===== config.mk =====
export PLATFORM = sky130hd
export DESIGN_NAME = pamc_core
export DESIGN_NICKNAME = d
export VERILOG_FILES = /design/src/core/pamc_pkg.sv /design/src/core/pamc_core.sv
export SDC_FILE = /design/constraint.sdc
export NUM_CORES = 1
export LEC_CHECK = 0
export CAP_MARGIN = 15
export CORE_MARGIN = 2
export CORE_UTILIZATION = 70
export CTS_BUF_LIST = sky130_fd_sc_hd__clkbuf_2 sky130_fd_sc_hd__clkbuf_4 sky130_fd_sc_hd__clkbuf_8
export DETAILED_ROUTE_END_ITERATION = 10
export DONT_BUFFER_PORTS = 1
export GPL_TIMING_DRIVEN = 0
export PLACE_DENSITY = 0.92
export SLEW_MARGIN = 20
export SYNTH_ARGS = -nofsm -noshare
export SYNTH_HDL_FRONTEND = slang
export SYNTH_SLANG_ARGS = --single-unit
export TNS_END_PERCENT = 5

===== constraint.sdc =====
create_clock -name clk -period 15.9 [get_ports clk]
set_input_delay 1.59 -clock clk [delete_from_list [all_inputs] [get_ports clk]]
set_output_delay 1.59 -clock clk [all_outputs]
set_load 0.01 [all_outputs]

===== src/core/pamc_pkg.sv =====
// constants for the pulse accumulator and modulus down-counter block
package pamc_pkg;
	// register byte addresses
	localparam logic [7:0] PAMC_ADR_ACTL   = 8'hA0;
	localparam logic [7:0] PAMC_ADR_AFLG   = 8'hA1;
	localparam logic [7:0] PAMC_ADR_CNT3   = 8'hA2;
	localparam logic [7:0] PAMC_ADR_CNT2   = 8'hA3;
	localparam logic [7:0] PAMC_ADR_CNT1   = 8'hA4;
	localparam logic [7:0] PAMC_ADR_CNT0   = 8'hA5;
	localparam logic [7:0] PAMC_ADR_MCTL   = 8'hA6;
	localparam logic [7:0] PAMC_ADR_MFLG   = 8'hA7;
	localparam logic [7:0] PAMC_ADR_BCEN   = 8'hA8;
	localparam logic [7:0] PAMC_ADR_CSYS   = 8'hAB;
	localparam logic [7:0] PAMC_ADR_TSYS   = 8'h86;
	localparam logic [7:0] PAMC_ADR_BCTL   = 8'hB0;
	localparam logic [7:0] PAMC_ADR_BFLG   = 8'hB1;
	localparam logic [7:0] PAMC_ADR_MCNTH  = 8'hB6;
	localparam logic [7:0] PAMC_ADR_MCNTL  = 8'hB7;
	// accum_a_control fields
	localparam int PAMC_A_EN   = 6;
	localparam int PAMC_A_MOD  = 5;
	localparam int PAMC_A_EDGE = 4;
	localparam int PAMC_A_CKH  = 3;
	localparam int PAMC_A_CKL  = 2;
	localparam int PAMC_A_OVI  = 1;
	localparam int PAMC_A_II   = 0;
	localparam logic [7:0] PAMC_ACTL_MASK = 8'h7F;
	// flag positions in the accumulator A flag register; the B flag register has only the overflow bit
	localparam int PAMC_F_OV = 1;
	localparam int PAMC_F_IE = 0;
	// downcounter_control fields
	localparam int PAMC_M_ZI   = 7;
	localparam int PAMC_M_MOD  = 6;
	localparam int PAMC_M_RDL  = 5;
	localparam int PAMC_M_LAT  = 4;
	localparam int PAMC_M_FLD  = 3;
	localparam int PAMC_M_EN   = 2;
	localparam logic [7:0] PAMC_MCTL_MASK = 8'hE7;
	localparam int PAMC_M_ZF   = 7;
	// timer system control, capture system, accumulator B control
	localparam int PAMC_T_EN   = 7;
	localparam int PAMC_T_FFC  = 4;
	localparam int PAMC_C_BUF  = 1;
	localparam int PAMC_C_LATCH_OR_QUEUE_SELECT = 0;
	localparam int PAMC_B_EN   = 6;
	// reset values and presets
	localparam logic [7:0]  PAMC_RST_BYTE = 8'h00;
	localparam logic [15:0] PAMC_MC_PRESET = 16'hFFFF;
	// clock select codes
	localparam logic [1:0] PAMC_CK_PRESC = 2'h0;
	localparam logic [1:0] PAMC_CK_ACC   = 2'h1;
	localparam logic [1:0] PAMC_CK_D256  = 2'h2;
	localparam logic [1:0] PAMC_CK_D64K  = 2'h3;
endpackage


===== src/core/pamc_core.sv =====
// pulse accumulators A and B with the modulus down-counter
`timescale 1ns/1ns
`default_nettype none
module pamc_core
	import pamc_pkg::*;
(
	input  wire logic        clk,
	input  wire logic        sys_rst,
	input  wire logic [7:0]  bus_addr,
	input  wire logic [15:0] bus_wdata,
	input  wire logic        bus_wr,
	input  wire logic        bus_rd,
	input  wire logic        bus_word,
	output logic      [15:0] bus_rdata,
	input  wire logic        timer_pin_7,
	input  wire logic        timer_presc_tick,
	input  wire logic        timer_div64_tick,
	input  wire logic [3:0]  chan_count_evt,
	input  wire logic [3:0]  chan_capture,
	input  wire logic [3:0]  chan_capture_rising,
	output logic             timer_count_tick,
	output logic             capture_latch,
	output logic      [31:0] hold_accum,
	output logic             accum_a_irq,
	output logic             downcounter_irq
);

	typedef struct packed {
		logic [7:0]       actl;
		logic [1:0]       aflg;
		logic [3:0][7:0]  cnt;
		logic [3:0]       bcen;
		logic [7:0]       tsys;
		logic [1:0]       csys;
		logic             accum_b_system_enable;
		logic             bflg;
		logic [7:0]       mctl;
		logic             underflow_flag;
		logic [3:0]       pol;
		logic [3:0]       pol_seen;
		logic [15:0]      ld;
		logic [15:0]      mc;
		logic [3:0]       psc;
		logic [1:0]       rate;
		logic             pin;
		logic [15:0]      div;
		logic             tick;
		logic             latch;
		logic [3:0][7:0]  hold;
		logic [15:0]      rdata;
	} pamc_state_s;

	pamc_state_s s_q;
	pamc_state_s s_d;

	// last prescaler count before a down-counter tick
	function automatic logic [3:0] pamc_rate_last(input logic [1:0] code);
		case (code)
			2'h0: pamc_rate_last = 4'h0;
			2'h1: pamc_rate_last = 4'h3;
			2'h2: pamc_rate_last = 4'h7;
			default: pamc_rate_last = 4'hF;
		endcase
	endfunction

	logic       acc_any;
	logic       wr_any;
	logic [7:0] wb;
	logic       a_en;
	logic       b_en;
	logic       rise7;
	logic       fall7;
	logic       a_evt;
	logic       a_flag_evt;
	logic       a_inc;
	logic [16:0] a_sum;
	logic [16:0] b_sum;
	logic [8:0]  c_sum;
	logic       a_ovf;
	logic       b_ovf;
	logic       mc_tick;
	logic       mc_zero;
	logic       mc_load;
	logic       latch_mode;
	logic       latch_req;
	logic [1:0] ck_sel;
	logic       wr_ch;
	logic       wr_cl;
	logic [15:0] mc_wval;
	logic [15:0] mc_shown;

	always_comb begin
		s_d = s_q;
		s_d.latch = 1'b0;
		s_d.rdata = 16'h0000;
		acc_any = bus_wr || bus_rd;
		wr_any = bus_wr;
		wb = bus_wdata[7:0];
		a_en = s_q.actl[PAMC_A_EN];
		b_en = s_q.accum_b_system_enable;
		latch_mode = s_q.csys[PAMC_C_BUF] && s_q.csys[PAMC_C_LATCH_OR_QUEUE_SELECT];
		a_ovf = 1'b0;
		b_ovf = 1'b0;
		latch_req = 1'b0;
		mc_zero = 1'b0;
		mc_load = 1'b0;
		mc_tick = 1'b0;
		a_sum = 17'h00000;
		b_sum = 17'h00000;
		c_sum = 9'h000;
		mc_shown = s_q.mctl[PAMC_M_EN] ? s_q.mc : PAMC_MC_PRESET;

		// pin edges and the accumulator A count source
		s_d.pin = timer_pin_7;
		rise7 = timer_pin_7 && !s_q.pin;
		fall7 = !timer_pin_7 && s_q.pin;
		if (!s_q.actl[PAMC_A_MOD]) begin
			a_evt = s_q.actl[PAMC_A_EDGE] ? rise7 : fall7;
			a_flag_evt = a_evt;
		end else begin
			a_evt = timer_div64_tick && s_q.tsys[PAMC_T_EN]
				&& (timer_pin_7 != s_q.actl[PAMC_A_EDGE]);
			a_flag_evt = s_q.actl[PAMC_A_EDGE] ? rise7 : fall7;
		end
		a_inc = a_en && a_evt;

		// accumulator A: cascade or two independent byte counters
		if (a_en) begin
			if (a_inc) begin
				a_sum = {1'b0, s_q.cnt[3], s_q.cnt[2]} + 17'h00001;
				s_d.cnt[3] = a_sum[15:8];
				s_d.cnt[2] = a_sum[7:0];
				a_ovf = a_sum[16];
			end
		end else begin
			if (s_q.bcen[3] && chan_count_evt[3]) begin
				c_sum = {1'b0, s_q.cnt[3]} + 9'h001;
				s_d.cnt[3] = c_sum[7:0];
				a_ovf = c_sum[8];
			end
			if (s_q.bcen[2] && chan_count_evt[2])
				s_d.cnt[2] = s_q.cnt[2] + 8'h01;
		end

		// accumulator B on channel 0 events, or byte counters 1 and 0 on their own channels while B is off
		if (b_en) begin
			if (chan_count_evt[0]) begin
				b_sum = {1'b0, s_q.cnt[1], s_q.cnt[0]} + 17'h00001;
				s_d.cnt[1] = b_sum[15:8];
				s_d.cnt[0] = b_sum[7:0];
				b_ovf = b_sum[16];
			end
		end else begin
			if (s_q.bcen[1] && chan_count_evt[1])
				s_d.cnt[1] = s_q.cnt[1] + 8'h01;
			if (s_q.bcen[0] && chan_count_evt[0])
				s_d.cnt[0] = s_q.cnt[0] + 8'h01;
		end

		// timer counter clock; prescaler forced while A is off
		if (a_inc)
			s_d.div = s_q.div + 16'h0001;
		ck_sel = a_en ? s_q.actl[PAMC_A_CKH:PAMC_A_CKL] : PAMC_CK_PRESC;
		case (ck_sel)
			PAMC_CK_PRESC: s_d.tick = timer_presc_tick;
			PAMC_CK_ACC:   s_d.tick = a_inc;
			PAMC_CK_D256:  s_d.tick = a_inc && (s_q.div[7:0] == 8'hFF);
			default:       s_d.tick = a_inc && (s_q.div == 16'hFFFF);
		endcase

		// modulus down-counter
		if (!s_q.mctl[PAMC_M_EN]) begin
			s_d.mc = PAMC_MC_PRESET;
			s_d.psc = 4'h0;
		end else begin
			mc_tick = (s_q.psc == pamc_rate_last(s_q.rate));
			s_d.psc = mc_tick ? 4'h0 : s_q.psc + 4'h1;
			if (mc_tick) begin
				if (s_q.mc != 16'h0000) begin
					s_d.mc = s_q.mc - 16'h0001;
					mc_zero = (s_q.mc == 16'h0001);
				end else if (s_q.mctl[PAMC_M_MOD]) begin
					mc_load = 1'b1;
				end
			end
		end

		// register writes; a write wins over counting
		wr_ch = wr_any && (bus_addr == PAMC_ADR_MCNTH);
		wr_cl = wr_any && (bus_addr == PAMC_ADR_MCNTL) && !bus_word;
		mc_wval = s_q.ld;
		if (wr_ch && bus_word)
			mc_wval = bus_wdata;
		else if (wr_ch)
			mc_wval = {wb, s_q.ld[7:0]};
		else if (wr_cl)
			mc_wval = {s_q.ld[15:8], wb};
		if (wr_any) begin
			if (bus_addr == PAMC_ADR_ACTL) begin
				s_d.actl = wb & PAMC_ACTL_MASK;
			end else if (bus_addr == PAMC_ADR_AFLG) begin
				if (wb[PAMC_F_OV])
					s_d.aflg[PAMC_F_OV] = 1'b0;
				if (wb[PAMC_F_IE])
					s_d.aflg[PAMC_F_IE] = 1'b0;
			end else if (bus_addr == PAMC_ADR_CNT3) begin
				s_d.cnt[3] = bus_word ? bus_wdata[15:8] : wb;
				if (bus_word)
					s_d.cnt[2] = wb;
			end else if (bus_addr == PAMC_ADR_CNT2) begin
				s_d.cnt[2] = wb;
			end else if (bus_addr == PAMC_ADR_CNT1) begin
				s_d.cnt[1] = bus_word ? bus_wdata[15:8] : wb;
				if (bus_word)
					s_d.cnt[0] = wb;
			end else if (bus_addr == PAMC_ADR_CNT0) begin
				s_d.cnt[0] = wb;
			end else if (bus_addr == PAMC_ADR_MCTL) begin
				s_d.mctl = wb & PAMC_MCTL_MASK;
				if (wb[PAMC_M_LAT] && latch_mode)
					latch_req = 1'b1;
				if (wb[PAMC_M_FLD] && s_q.mctl[PAMC_M_EN])
					mc_load = 1'b1;
			end else if (bus_addr == PAMC_ADR_MFLG) begin
				if (wb[PAMC_M_ZF] && !s_q.tsys[PAMC_T_FFC])
					s_d.underflow_flag = 1'b0;
			end else if (bus_addr == PAMC_ADR_BCEN) begin
				s_d.bcen = wb[3:0];
			end else if (bus_addr == PAMC_ADR_CSYS) begin
				s_d.csys = wb[1:0];
			end else if (bus_addr == PAMC_ADR_TSYS) begin
				s_d.tsys = wb;
			end else if (bus_addr == PAMC_ADR_BCTL) begin
				s_d.accum_b_system_enable = wb[PAMC_B_EN];
			end else if (bus_addr == PAMC_ADR_BFLG) begin
				if (wb[PAMC_F_OV])
					s_d.bflg = 1'b0;
			end
		end

		// a count write sets the load register and reloads when enabled
		if (wr_ch || wr_cl) begin
			s_d.ld = mc_wval;
			if (s_q.mctl[PAMC_M_EN])
				mc_load = 1'b1;
			if (latch_mode && (mc_wval == 16'h0000))
				latch_req = 1'b1;
		end
		if (mc_load) begin
			s_d.mc = (wr_ch || wr_cl) ? mc_wval : s_q.ld;
			s_d.psc = 4'h0;
			s_d.rate = s_q.mctl[1:0];
		end

		// fast flag clear on count accesses
		if (acc_any && s_q.tsys[PAMC_T_FFC]) begin
			if (bus_addr == PAMC_ADR_CNT3 || bus_addr == PAMC_ADR_CNT2)
				s_d.aflg = 2'b00;
			if (bus_addr == PAMC_ADR_MCNTH || bus_addr == PAMC_ADR_MCNTL)
				s_d.underflow_flag = 1'b0;
		end

		// flag sets come last so an event beats a same-cycle clear
		if (a_ovf)
			s_d.aflg[PAMC_F_OV] = 1'b1;
		if (a_en && a_flag_evt)
			s_d.aflg[PAMC_F_IE] = 1'b1;
		if (b_ovf)
			s_d.bflg = 1'b1;
		if (mc_zero) begin
			s_d.underflow_flag = 1'b1;
			if (latch_mode)
				latch_req = 1'b1;
		end

		// latch into holding registers, then clear the byte counters
		if (latch_req) begin
			s_d.hold = s_q.cnt;
			s_d.cnt = {4{PAMC_RST_BYTE}};
			s_d.latch = 1'b1;
			s_d.pol_seen = 4'h0;
		end else begin
			for (int i = 0; i < 4; i++) begin
				if (chan_capture[i] && !s_q.pol_seen[i]) begin
					s_d.pol[i] = chan_capture_rising[i];
					s_d.pol_seen[i] = 1'b1;
				end
			end
		end

		// read data, one cycle after the strobe
		if (bus_rd) begin
			if (bus_addr == PAMC_ADR_ACTL) begin
				s_d.rdata = {8'h00, s_q.actl};
			end else if (bus_addr == PAMC_ADR_AFLG) begin
				s_d.rdata = {14'h0000, s_q.aflg};
			end else if (bus_addr == PAMC_ADR_CNT3) begin
				s_d.rdata = bus_word ? {s_q.cnt[3], s_q.cnt[2]}
					: {8'h00, s_q.cnt[3]};
			end else if (bus_addr == PAMC_ADR_CNT2) begin
				s_d.rdata = {8'h00, s_q.cnt[2]};
			end else if (bus_addr == PAMC_ADR_CNT1) begin
				s_d.rdata = bus_word ? {s_q.cnt[1], s_q.cnt[0]}
					: {8'h00, s_q.cnt[1]};
			end else if (bus_addr == PAMC_ADR_CNT0) begin
				s_d.rdata = {8'h00, s_q.cnt[0]};
			end else if (bus_addr == PAMC_ADR_MCTL) begin
				s_d.rdata = {8'h00, s_q.mctl};
			end else if (bus_addr == PAMC_ADR_MFLG) begin
				s_d.rdata = {8'h00, s_q.underflow_flag, 3'h0, s_q.pol};
			end else if (bus_addr == PAMC_ADR_BCEN) begin
				s_d.rdata = {12'h000, s_q.bcen};
			end else if (bus_addr == PAMC_ADR_CSYS) begin
				s_d.rdata = {14'h0000, s_q.csys};
			end else if (bus_addr == PAMC_ADR_TSYS) begin
				s_d.rdata = {8'h00, s_q.tsys};
			end else if (bus_addr == PAMC_ADR_BCTL) begin
				s_d.rdata = {9'h000, s_q.accum_b_system_enable, 6'h00};
			end else if (bus_addr == PAMC_ADR_BFLG) begin
				s_d.rdata = {14'h0000, s_q.bflg, 1'b0};
			end else if (bus_addr == PAMC_ADR_MCNTH) begin
				s_d.rdata = s_q.mctl[PAMC_M_RDL] ? s_q.ld : mc_shown;
				if (!bus_word)
					s_d.rdata = {8'h00, s_d.rdata[15:8]};
			end else if (bus_addr == PAMC_ADR_MCNTL) begin
				s_d.rdata = {8'h00, s_q.mctl[PAMC_M_RDL] ? s_q.ld[7:0]
					: mc_shown[7:0]};
			end else begin
				s_d.rdata = 16'h0000;
			end
		end
	end

	always_ff @(posedge clk or posedge sys_rst) begin
		if (sys_rst) begin
			s_q <= '0;
			s_q.mc <= PAMC_MC_PRESET;
		end else begin
			s_q <= s_d;
		end
	end

	assign bus_rdata = s_q.rdata;
	assign timer_count_tick = s_q.tick;
	assign capture_latch = s_q.latch;
	assign hold_accum = s_q.hold;
	assign accum_a_irq = (s_q.aflg[PAMC_F_OV] && s_q.actl[PAMC_A_OVI])
		|| (s_q.aflg[PAMC_F_IE] && s_q.actl[PAMC_A_II]);
	assign downcounter_irq = s_q.underflow_flag && s_q.mctl[PAMC_M_ZI];

endmodule
`default_nettype wire


==> results.py, run 1 <==
metrics = {
    "timing": {
        "fmax_mhz": 232.4,
        "finalCritPeriodShare_pct": 27.06,
        "relSlewSlack_pct": 29.41,
        "slew_viol_final": 0,
        "fin_worst_skew_ns": 0.01504,
        "setup-tns-final_ns": 0,
        "post-route-min-period_ns": 4.303,
        "finalSetupViolCount": 0,
        "rsz0062_at_grt": "false",
        "hold_viol": 0,
        "max_slew.worst_pin.slew_ns": 1.057,
    },
    "logic_synthesis": {
        "syn-num-nets": 1099,
        "syn-cell-area_um2": 10260,
        "ys.flop_type": "dfrtp_1",
        "synth_cell_types": 84,
        "synth_area_leaders": "dfrtp_1, mux2_2, dfstp_2",
        "synth_cells": 1046,
        "avgSynthCellArea_um2": 9.809,
        "yosys.area.top_type": "dfrtp_1",
        "yosys-top-cells-count": "dfrtp_1, nor2_1, nand2_1, buf_4, mux2_2",
        "yosys_warnings": 0,
        "synth_top_area_share_pct": 39.27,
        "synthArstFlopShare_pct": 100.0,
        "synth-seq-cells": 177,
        "yosysSeqAreaShare_pct": 43.37,
        "synth.most_common_cell": "dfrtp_1",
        "synth_edf_count": 0,
    },
    "clock_tree": {
        "clk_pin_slew_ns": 0.09,
        "cts_buffers": 17,
        "holdBufCountCts": 0,
        "clock_path_buffers": 2,
        "cts.repair.resized": 0,
        "cts_num_sinks": 177,
        "post_cts_buffers": 0,
        "cts_tree": "built",
        "cts_root_buf": "clkbuf_8",
        "cts_max_level": 4,
        "clk_latency_ns": 0.48,
    },
    "floorplan": {
        "die_w_um": 125.1,
        "core_area_um2": 14420,
        "ioPinCount": 96,
        "die_h_um": 125.1,
        "rows": 44,
        "die_area_um2": 15640,
        "initial_core_util_pct": 71.13,
    },
    "drt": {
        "viasPerCell": 7.006,
        "antenna_left": 0,
        "dr_wl_met2_um": 14020,
        "vias": 8856,
        "drt_iter0_drc": 1288,
        "routed_wl_um": 30530,
        "post-route-drc-count": 0,
        "met1_length_um": 11380,
        "routed.top_layer": "met4",
        "firstDrtPassIters": 6,
        "routedWlPerCell_um": 24.15,
        "met3WireLength_um": 3171,
    },
    "critical_path": {
        "cp_max_fo": 10,
        "critPathLaunchType": "primary input",
        "required_ns": 16.27,
        "endpoint_kind": "flop",
        "reg2regPathDepth": 8,
        "critPathArrivalTime_ns": 4.67,
        "crit_type": "primary input to flop",
    },
    "power": {
        "ir_drop_uv": 102.1,
        "p_int_w": 0.0007647,
        "seq_power_share_pct": 50.2,
        "p_total_w": 0.001132,
        "power_frac_clock_pct": 31.3,
        "p_sw_share_pct": 32.43,
        "p_comb_share_pct": 18.5,
        "p_leak_nw": 4.806,
        "p_sw_w": 0.0003670,
        "power_density_nw_per_um2": 103.0,
    },
    "flow_run": {
        "drv_cap": 0,
    },
    "finish": {
        "nNetsFinal": 1119,
        "multi_input_area_um2": 5134,
        "drive_gt1_share_pct": 17.33,
        "instances_no_fill": 1264,
        "areaGrowthSynthToFinish_pct": 7.037,
        "postLayoutCoreUtil_pct": 76.14,
        "final_cell_area_um2": 10980,
        "n_fill_cell": 1038,
        "seq_area_um2": 4449,
    },
    "placement": {
        "place.gp.congestion": 1.019,
        "port_buffers": 0,
        "dp_cells": 1231,
        "place_area_um2": 10530,
        "hpwl_um": 21850,
    },
    "worst_hold_path": {
        "min_path_type": "flop to flop",
        "min_path_cells": 1,
    },
    "global_route": {
        "grt_usage_pct": 39.58,
        "grt_pass1_vias": 8639,
        "grt_overflow_total": 0,
        "grt_antenna_before_repair": 1,
        "grt_pass1_wl_um": 48040,
        "grt_max_degree": 113,
    },
    "run_status": {
        "status": "complete, no violations",
    },
}
## stage by stage
stage / hold slack (ns) / setup WS [ns]
6_report: 0.4760 / 11.60
3_3_place_gp: 0.4529 / 7.919
4_1_cts: 0.4802 / 11.71
3_5_place_dp: 0.4587 / 11.21
2_1_floorplan: 0.4376 / 9.535
5_1_grt: 0.4976 / 11.61
## cell families (layout without fill, tap and decap cells)
group | Yosys count | after routing | synth area share (%)
AND/OR/NAND/NOR | 361 | 361 | 18.48
adder cells (fa/ha/maj) | 9 | 9 | 1.098
flip-flops | 177 | 177 | 43.37
multiplexers | 96 | 96 | 10.46
other | 0 | 1 | 0
XOR/XNOR | 58 | 58 | 4.951
buffers and inverters | 120 | 153 | 6.597
AO/OA/AOI/OAI | 225 | 225 | 15.05
## critical path: stages
cell and delay [ns]:
buf_2 0.21, mux2i_1 0.70, a21oi_1 0.16, a2111oi_1 0.57
o2111ai_2 0.55, nand2_2 0.31, buf_4 0.23, mux2_1 0.33
## placed cells by master, fill, tap and decap left out, drive strengths merged, types with 17 or more instances in the layout
cell type    n
dfrtp      161
nor2        89
nand2       88
mux2        80
buf         65
clkbuf      65
a21oi       47
o21ai       46
xnor2       37
nand3       33
a211oi      24
nand4       22
xor2        21
nor3        21
a22oi       17
## final cells by class
cell class / instances / area share [%]
Antenna cell: 1 / 0.02279
Buffer: 110 / 5.822
Clock buffer: 19 / 2.324
Clock inverter: 13 / 1.812
Inverter: 10 / 0.4102
Multi-Input combinational cell: 749 / 46.75
Sequential cell: 177 / 40.51
Tap cell: 184 / 2.096
Timing Repair Buffer: 1 / 0.2507
## layer usage
layer  track usage (%)  vias to the layer above
li1                  -                     3811
met3             10.53                      161
met1             50.10                     4216
met4             23.66                        0
met5                 0                        -
met2             61.54                      668
## power groups by stage
stage / registers [W] / clock network (W) / logic [W]
after floorplan: 0.000546 / 0 / 0.000156
after global placement: 0.000570 / 0 / 0.000196
after detailed placement: 0.000572 / 0 / 0.000202
after CTS: 0.000563 / 0.000357 / 0.000204
after global routing: 0.000571 / 0.000376 / 0.000229
final: 0.000568 / 0.000354 / 0.000210
## registers in the layout (all words and copies together), names as in the netlist
name	cells
bus_rdata	16
timer_count_tick	1
a_en	1
b_en	1
hold_accum	32
s_q	125
capture_latch	1
## path summary, 6_finish.rpt
path	startpoint	to	slack, ns
hold / removal	s_q[63]$_DFFE_PP0P_	s_q[63]$_DFFE_PP0P_	0.48
setup / recovery	bus_word	hold_accum[31]$_DFFE_PP0P_	11.60
setup reg to reg	s_q[73]$_DFFE_PP1P_	s_q[76]$_DFFE_PP1P_	12.98
min in group asynchronous	sys_rst	hold_accum[8]$_DFFE_PP0P_	0.97
max in group asynchronous	sys_rst	s_q[77]$_DFFE_PP1P_	14.02
hold reg to reg	s_q[63]$_DFFE_PP0P_	s_q[63]$_DFFE_PP0P_	0.48
Power figures use the tool's default switching activity.
==> inputs of run 2 (changes only) <==
- ABC_AREA: unset -> 1
- CORE_UTILIZATION: 70 -> 60
- PLACE_DENSITY: 0.92 -> 0.85
- clock period: 15.9 -> 3.74 ns (I/O delays scaled with it)
==> results.py, run 2 <==
metrics = {
    "global_route": {
        "grt_usage_pct": 36.29,
        "grt_antenna_before_repair": 1,
        "grt_pass1_wl_um": 50640,
        "grt_pass1_vias": 9336,
        "grt_overflow_total": 0,
        "grt_max_degree": 36,
    },
    "critical_path": {
        "crit_type": "flop to flop",
        "crit_chain": "inv_1, nand2_1, nor2_1, nand3_1, nor2_1, nand2_1, nor2_1, nor2_1, o21ai_2, nor2_1, clkbuf_1, nand3_1, nand2_1",
        "required_ns": 4.18,
        "crit_family": "simple AND/OR/NAND/NOR gates",
        "endpoint_kind": "flop",
        "crit_path_top_delay_cell": "nor2_1",
        "cpMostUsedCell": "nor2_1",
        "critPathLaunchType": "flop",
        "critPathArrivalTime_ns": 3.32,
        "cp_max_fo": 10,
        "worst-path-buf-inv": 2,
        "cpPeakStageDelay_ns": 0.56,
    },
    "logic_synthesis": {
        "avgSynthCellArea_um2": 7.392,
        "yosysSeqAreaShare_pct": 42.15,
        "synth_cell_types": 48,
        "synth_top_family_by_area": "simple AND/OR/NAND/NOR gates",
        "synth_area_leaders": "dfrtp_1, nand2_1, o21ai_0",
        "synthSimpleGateAreaFrac_pct": 27.06,
        "syn-cell-area_um2": 10560,
        "syn-num-nets": 1481,
        "synth.most_common_cell": "nand2_1",
        "muxShareOfSynthArea_pct": 0.1896,
        "synthArstFlopShare_pct": 100.0,
        "yosys-top-cells-count": "nand2_1, inv_1, dfrtp_1, nor2_1, o21ai_0",
        "synth_xor_area_share_pct": 2.904,
        "synth-compound-area-share_pct": 14.86,
        "yosys_warnings": 0,
        "yosys.area.top_type": "dfrtp_1",
        "synth_edf_count": 0,
        "synth_top_area_share_pct": 38.17,
        "synth-seq-cells": 177,
        "ys.flop_type": "dfrtp_1",
        "synth_cells": 1428,
        "synth_fa_ha_area_share_pct": 1.067,
    },
    "drt": {
        "firstDrtPassIters": 6,
        "routed_wl_um": 33090,
        "antenna_left": 0,
        "vias": 10140,
        "routedWlPerCell_um": 19.52,
        "post-route-drc-count": 0,
        "viasPerCell": 5.983,
        "drt_iter0_drc": 1463,
    },
    "power": {
        "p_int_w": 0.003362,
        "p_leak_nw": 5.636,
        "seq_power_share_pct": 46.2,
        "power_frac_clock_pct": 25.2,
        "p_sw_share_pct": 38.39,
        "ir_drop_uv": 310.5,
        "p_comb_share_pct": 28.6,
        "power_density_nw_per_um2": 479.0,
        "p_sw_w": 0.002095,
    },
    "clock_tree": {
        "holdBufCountCts": 2,
        "cts_num_sinks": 177,
        "cts_max_level": 4,
        "cts_buffers": 17,
        "clk_latency_ns": 0.50,
        "clk_pin_slew_ns": 0.10,
        "cts.repair.resized": 0,
        "post_cts_buffers": 0,
        "clock_path_buffers": 2,
        "cts_tree": "built",
        "cts_root_buf": "clkbuf_8",
    },
    "placement": {
        "dp_cells": 1659,
        "place_area_um2": 10970,
        "port_buffers": 0,
        "place.gp.congestion": 1.000,
        "hpwl_um": 25720,
    },
    "finish": {
        "final_cell_area_um2": 11390,
        "multi_input_area_um2": 4865,
        "final_common_cell": "nand2_1",
        "layout_common_cells": "nand2_1, inv_1, dfrtp_1, nor2_1, o21ai_0",
        "nNetsFinal": 1508,
        "seq_area_um2": 4449,
        "drive_gt1_share_pct": 11.31,
        "areaGrowthSynthToFinish_pct": 7.918,
        "largest_reg_flops": 125,
        "n_fill_cell": 1460,
        "instances_no_fill": 1695,
        "regMostFlops": "s_q",
        "postLayoutCoreUtil_pct": 66.09,
    },
    "worst_hold_path": {
        "min_path_type": "primary input to flop",
    },
    "timing": {
        "finalCritPeriodShare_pct": 76.88,
        "post-route-min-period_ns": 2.875,
        "relSlewSlack_pct": 48.56,
        "finalSetupViolCount": 0,
        "fmax_mhz": 347.8,
        "rsz0062_at_grt": "false",
        "slew_viol_final": 0,
        "fin_worst_skew_ns": 0.01850,
        "max_slew.worst_pin.slew_ns": 0.7687,
        "hold_viol": 0,
        "setup-tns-final_ns": 0,
    },
    "run_status": {
        "status": "complete, no violations",
    },
    "floorplan": {
        "rows": 48,
        "core_area_um2": 17240,
        "die_area_um2": 18670,
        "die_h_um": 136.6,
        "initial_core_util_pct": 61.24,
        "die_w_um": 136.6,
        "ioPinCount": 96,
    },
    "flow_run": {
        "drv_cap": 0,
    },
}
==> run 2: changes by cell type after synthesis, moves of 49 or more <==
cell / delta
nor2_1: +49
nand3_1: +65
nand2_1: +297
inv_1: +157
mux2_2: -49
o21ai_0: +80
==> run 2: power groups by stage <==
stage	Combinational, W	Sequential (W)	Clock (W)
after floorplan	0.00113	0.00245	0
after global placement	0.00146	0.00253	0
after detailed placement	0.00151	0.00254	0
after CTS	0.00153	0.00251	0.00138
after global routing	0.00175	0.00254	0.00144
final	0.00156	0.00252	0.00137
==> run 2: worst paths after layout <==
kind	start	end	slack [ns]	depth (start not counted)
worst min register to register	s_q[63]$_DFFE_PP0P_	s_q[63]$_DFFE_PP0P_	0.48	1
max in group asynchronous	sys_rst	s_q[86]$_DFFE_PP1P_	2.43	5
worst max register to register	s_q[85]$_DFFE_PP1P_	s_q[83]$_DFFE_PP1P_	0.86	13
worst min-delay path	bus_wdata[5]	s_q[119]$_DFFE_PP0P_	0.003	2
worst max-delay path	s_q[85]$_DFFE_PP1P_	s_q[83]$_DFFE_PP1P_	0.86	13
min in group asynchronous	sys_rst	s_q[57]$_DFFE_PP0P_	0.36	2
==> run 2: final cells by class <==
cell class                      count  share of cell area, %
Sequential cell                   177                  39.06
Buffer                             90                  5.305
Clock buffer                       19                  2.186
Antenna cell                        2                0.04393
Clock inverter                     13                  1.307
Timing Repair Buffer                8                  1.296
Multi-Input combinational cell    991                  42.70
Inverter                          170                  5.634
Tap cell                          225                  2.471
==> run 2: cells by family after synthesis <==
family                     count (synthesis)
and+or+nand+nor                          680
muxes                                      2
DFF                                      177
AOI/OAI and AO/OA                        265
adders and majority gates                  9
buffers and inverters                    260
xor gates and xnor gates                  35
==> run 2: worst register-to-register path: stages (launching register included) <==
cell,delay [ns]
dfstp_2,0.55
inv_1,0.09
nand2_1,0.12
nor2_1,0.08
nand3_1,0.18
nor2_1,0.10
nand2_1,0.08
nor2_1,0.06
nor2_1,0.17
o21ai_2,0.14
nor2_1,0.56
clkbuf_1,0.44
nand3_1,0.14
nand2_1,0.10
==> run 2: metrics by stage <==
stage	setup slack, ns	total power [W]	hold WS, ns
after floorplan	1.112	0.003587	0.4054
after global placement	0.2228	0.003988	0.4057
after detailed placement	0.8482	0.004059	0.2717
after CTS	0.9851	0.005414	0.001494
after global routing	0.7554	0.005730	0.006422
final	0.8646	0.005457	0.003207
==> run 2: metal layers <==
layer | GRT usage (%) | wire, um | vias up
li1 | - | - | 4675
met1 | 50.02 | 13390 | 4732
met2 | 55.75 | 14770 | 630
met3 | 8.037 | 3625 | 104
met4 | 14.58 | 1310 | 0
met5 | 0 | 0 | -
==> inputs of run 3 (changes only) <==
- clock period: 3.74 -> 2.45 ns (I/O delays scaled with it)
==> results.py, run 3 (synthesis results as in run 2) <==
metrics = {
    "global_route": {
        "grt_max_degree": 36,
        "grt_pass1_vias": 9462,
        "grt_usage_pct": 37.06,
        "grt_pass1_wl_um": 51640,
        "grt_overflow_total": 0,
        "grt_antenna_before_repair": 0,
    },
    "placement": {
        "place.gp.congestion": 1.000,
        "hpwl_um": 25720,
        "dp_cells": 1659,
        "port_buffers": 0,
        "place_ws_ns": -0.3128,
    },
    "critical_path": {
        "critPathLaunchType": "flop",
        "crit_type": "flop to flop",
        "critPathArrivalTime_ns": 2.77,
        "reg2regPathDepth": 10,
        "worstReg2RegStart": "s_q[119]$_DFFE_PP0P_",
        "regToRegSetupSlack_ns": 0.04,
        "rr_endpoint": "bus_rdata[3]$_DFF_PP0_",
        "cpMostUsedCell": "nand2_1",
        "crit_chain": "clkinv_1, clkbuf_2, o21ai_0, nand2_1, nand3_1, nand4_1, o22ai_1, nand2_1, nand2_1, a21oi_1",
        "crit_path_top_delay_cell": "dfrtp_1",
        "cp_max_fo": 10,
        "endpoint_kind": "flop",
        "required_ns": 2.81,
        "cpPeakStageDelay_ns": 0.41,
    },
    "drt": {
        "vias": 10240,
        "routed_wl_um": 33730,
        "antenna_left": 0,
        "viasPerCell": 5.966,
        "routedWlPerCell_um": 19.66,
        "firstDrtPassIters": 8,
        "drt_iter0_drc": 1415,
        "post-route-drc-count": 0,
    },
    "finish": {
        "drive_gt1_share_pct": 12.37,
        "areaGrowthSynthToFinish_pct": 10.49,
        "largest_reg_flops": 125,
        "n_fill_cell": 1429,
        "instances_no_fill": 1716,
        "nNetsFinal": 1528,
        "regMostFlops": "s_q",
        "layout_common_cells": "nand2_1, inv_1, dfrtp_1, nor2_1, o21ai_0",
        "final_common_cell": "nand2_1",
    },
    "power": {
        "power_density_nw_per_um2": 719.8,
        "p_leak_nw": 5.748,
        "ir_drop_uv": 478.8,
    },
    "worst_hold_path": {
        "min_path_cells": 2,
        "whs_endpoint": "s_q[170]$_DFF_PP0_",
        "hp-start": "bus_wdata[0]",
        "min_path_type": "primary input to flop",
    },
    "floorplan": {
        "die_h_um": 136.6,
        "core_area_um2": 17240,
        "die_area_um2": 18670,
        "rows": 48,
        "ioPinCount": 96,
        "die_w_um": 136.6,
        "initial_core_util_pct": 61.24,
    },
    "clock_tree": {
        "cts_num_sinks": 177,
        "clk_latency_ns": 0.49,
        "cts_root_buf": "clkbuf_8",
        "cts_max_level": 4,
        "cts_buffers": 17,
        "cts_tree": "built",
        "clock_path_buffers": 2,
        "clk_pin_slew_ns": 0.11,
    },
    "timing": {
        "finalSetupViolCount": 0,
        "fin_worst_skew_ns": 0.01755,
        "fmax_mhz": 415.3,
        "post-route-min-period_ns": 2.408,
        "hold_viol": 0,
        "slew_viol_final": 0,
        "rsz0062_at_grt": "true",
        "fin_ws_ns": 0.04217,
        "relSlewSlack_pct": 48.94,
        "finalCritPeriodShare_pct": 98.28,
        "max_slew.worst_pin.slew_ns": 0.7631,
    },
    "flow_run": {
        "drv_cap": 0,
    },
    "run_status": {
        "status": "complete, no violations",
    },
}
run 3: cell count changes in the layout (fill, tap and decap cells not counted), moves of 2 or more:
cell,delta
clkbuf_1,-6
nor3_1,-2
buf_4,+3
o21ai_0,-6
nor2_2,+4
nor3_2,+2
nor2_1,-5
clkbuf_4,+2
dlygate4sd3_1,+19
o21ai_1,+6
clkbuf_2,+3
run 3: what timing repair did:
item                                   in CTS  in global routing
endpoints found under the hold margin     100                  0
pin swaps                                   0                  1
setup endpoints to repair                  25                 83
setup buffers                               0                  2
hold buffers                               21                  0
cloned                                      0                  0
resized for setup                           9                 22
run 3: worst max path at each step:
stage	startpoint	endpoint	slack, ns	cells past startpoint
6_report	s_q[119]$_DFFE_PP0P_	bus_rdata[3]$_DFF_PP0_	0.04	10
5_1_grt	s_q[176]$_DFFE_PP0P_	s_q[65]$_DFFE_PP0P_	-0.05	12
4_1_cts	s_q[85]$_DFFE_PP1P_	s_q[82]$_DFFE_PP1P_	0.006	13
3_5_place_dp	bus_addr[6]	s_q[145]$_DFF_PP0_	-0.31	14
3_3_place_gp	sys_rst	bus_rdata[1]$_DFF_PP0_	-0.94	1
2_1_floorplan	sys_rst	a_en$_DFFE_PP0P_	-0.05	1
run 3: routing by layer:
layer | share of wire, % | vias up | global-route usage (%)
met2 | 46 | 611 | 57.47
met4 | 3.6 | 0 | 14.47
li1 | - | 4720 | -
met5 | 0 | - | 0
met1 | 40 | 4813 | 50.66
met3 | 11 | 94 | 8.407
run 3: final cells by class:
type / instances / area [um^2] / area share, %
inverters: 170 / 643.1 / 5.514
repair buffers: 29 / 352.8 / 3.025
clock inverters: 13 / 148.9 / 1.277
well taps: 225 / 281.5 / 2.414
clock buffers: 19 / 249.0 / 2.135
multi-input cells: 991 / 4916 / 42.15
flip-flops and latches: 177 / 4451 / 38.16
diodes: 3 / 7.507 / 0.06436
plain buffers: 89 / 614.3 / 5.267
run 3: critical path: cells and delay by family, from the launching register on:
kind                   cells  cell delay [ns]
buffers and inverters      2             0.59
and+or+nand+nor            5             0.67
DFF                        1             0.41
AOI/OAI and AO/OA          3             0.63
run 3: power by group:
group,leakage (nW),switching [W],internal (W)
Clock,0.195,0.00114,0.000945
Sequential,2.22,0.000450,0.00341
Combinational,3.33,0.00164,0.000809
Total,5.75,0.00323,0.00516
run 3: per-stage QoR:
stage	hold WS [ns]	power, W	util [%]	setup TNS (ns)	area, um^2
global route	0.03475	0.008820	67.62	-0.1357	11660
detailed placement	0.1427	0.006196	63.64	-9.670	10970
global placement	0.2767	0.006088	62.90	-156.60	10840
CTS	0.008624	0.008304	67.28	0	11600
floorplan	0.2764	0.005475	-	-7.819	10560
finish	0.01791	0.008396	67.67	0	11660
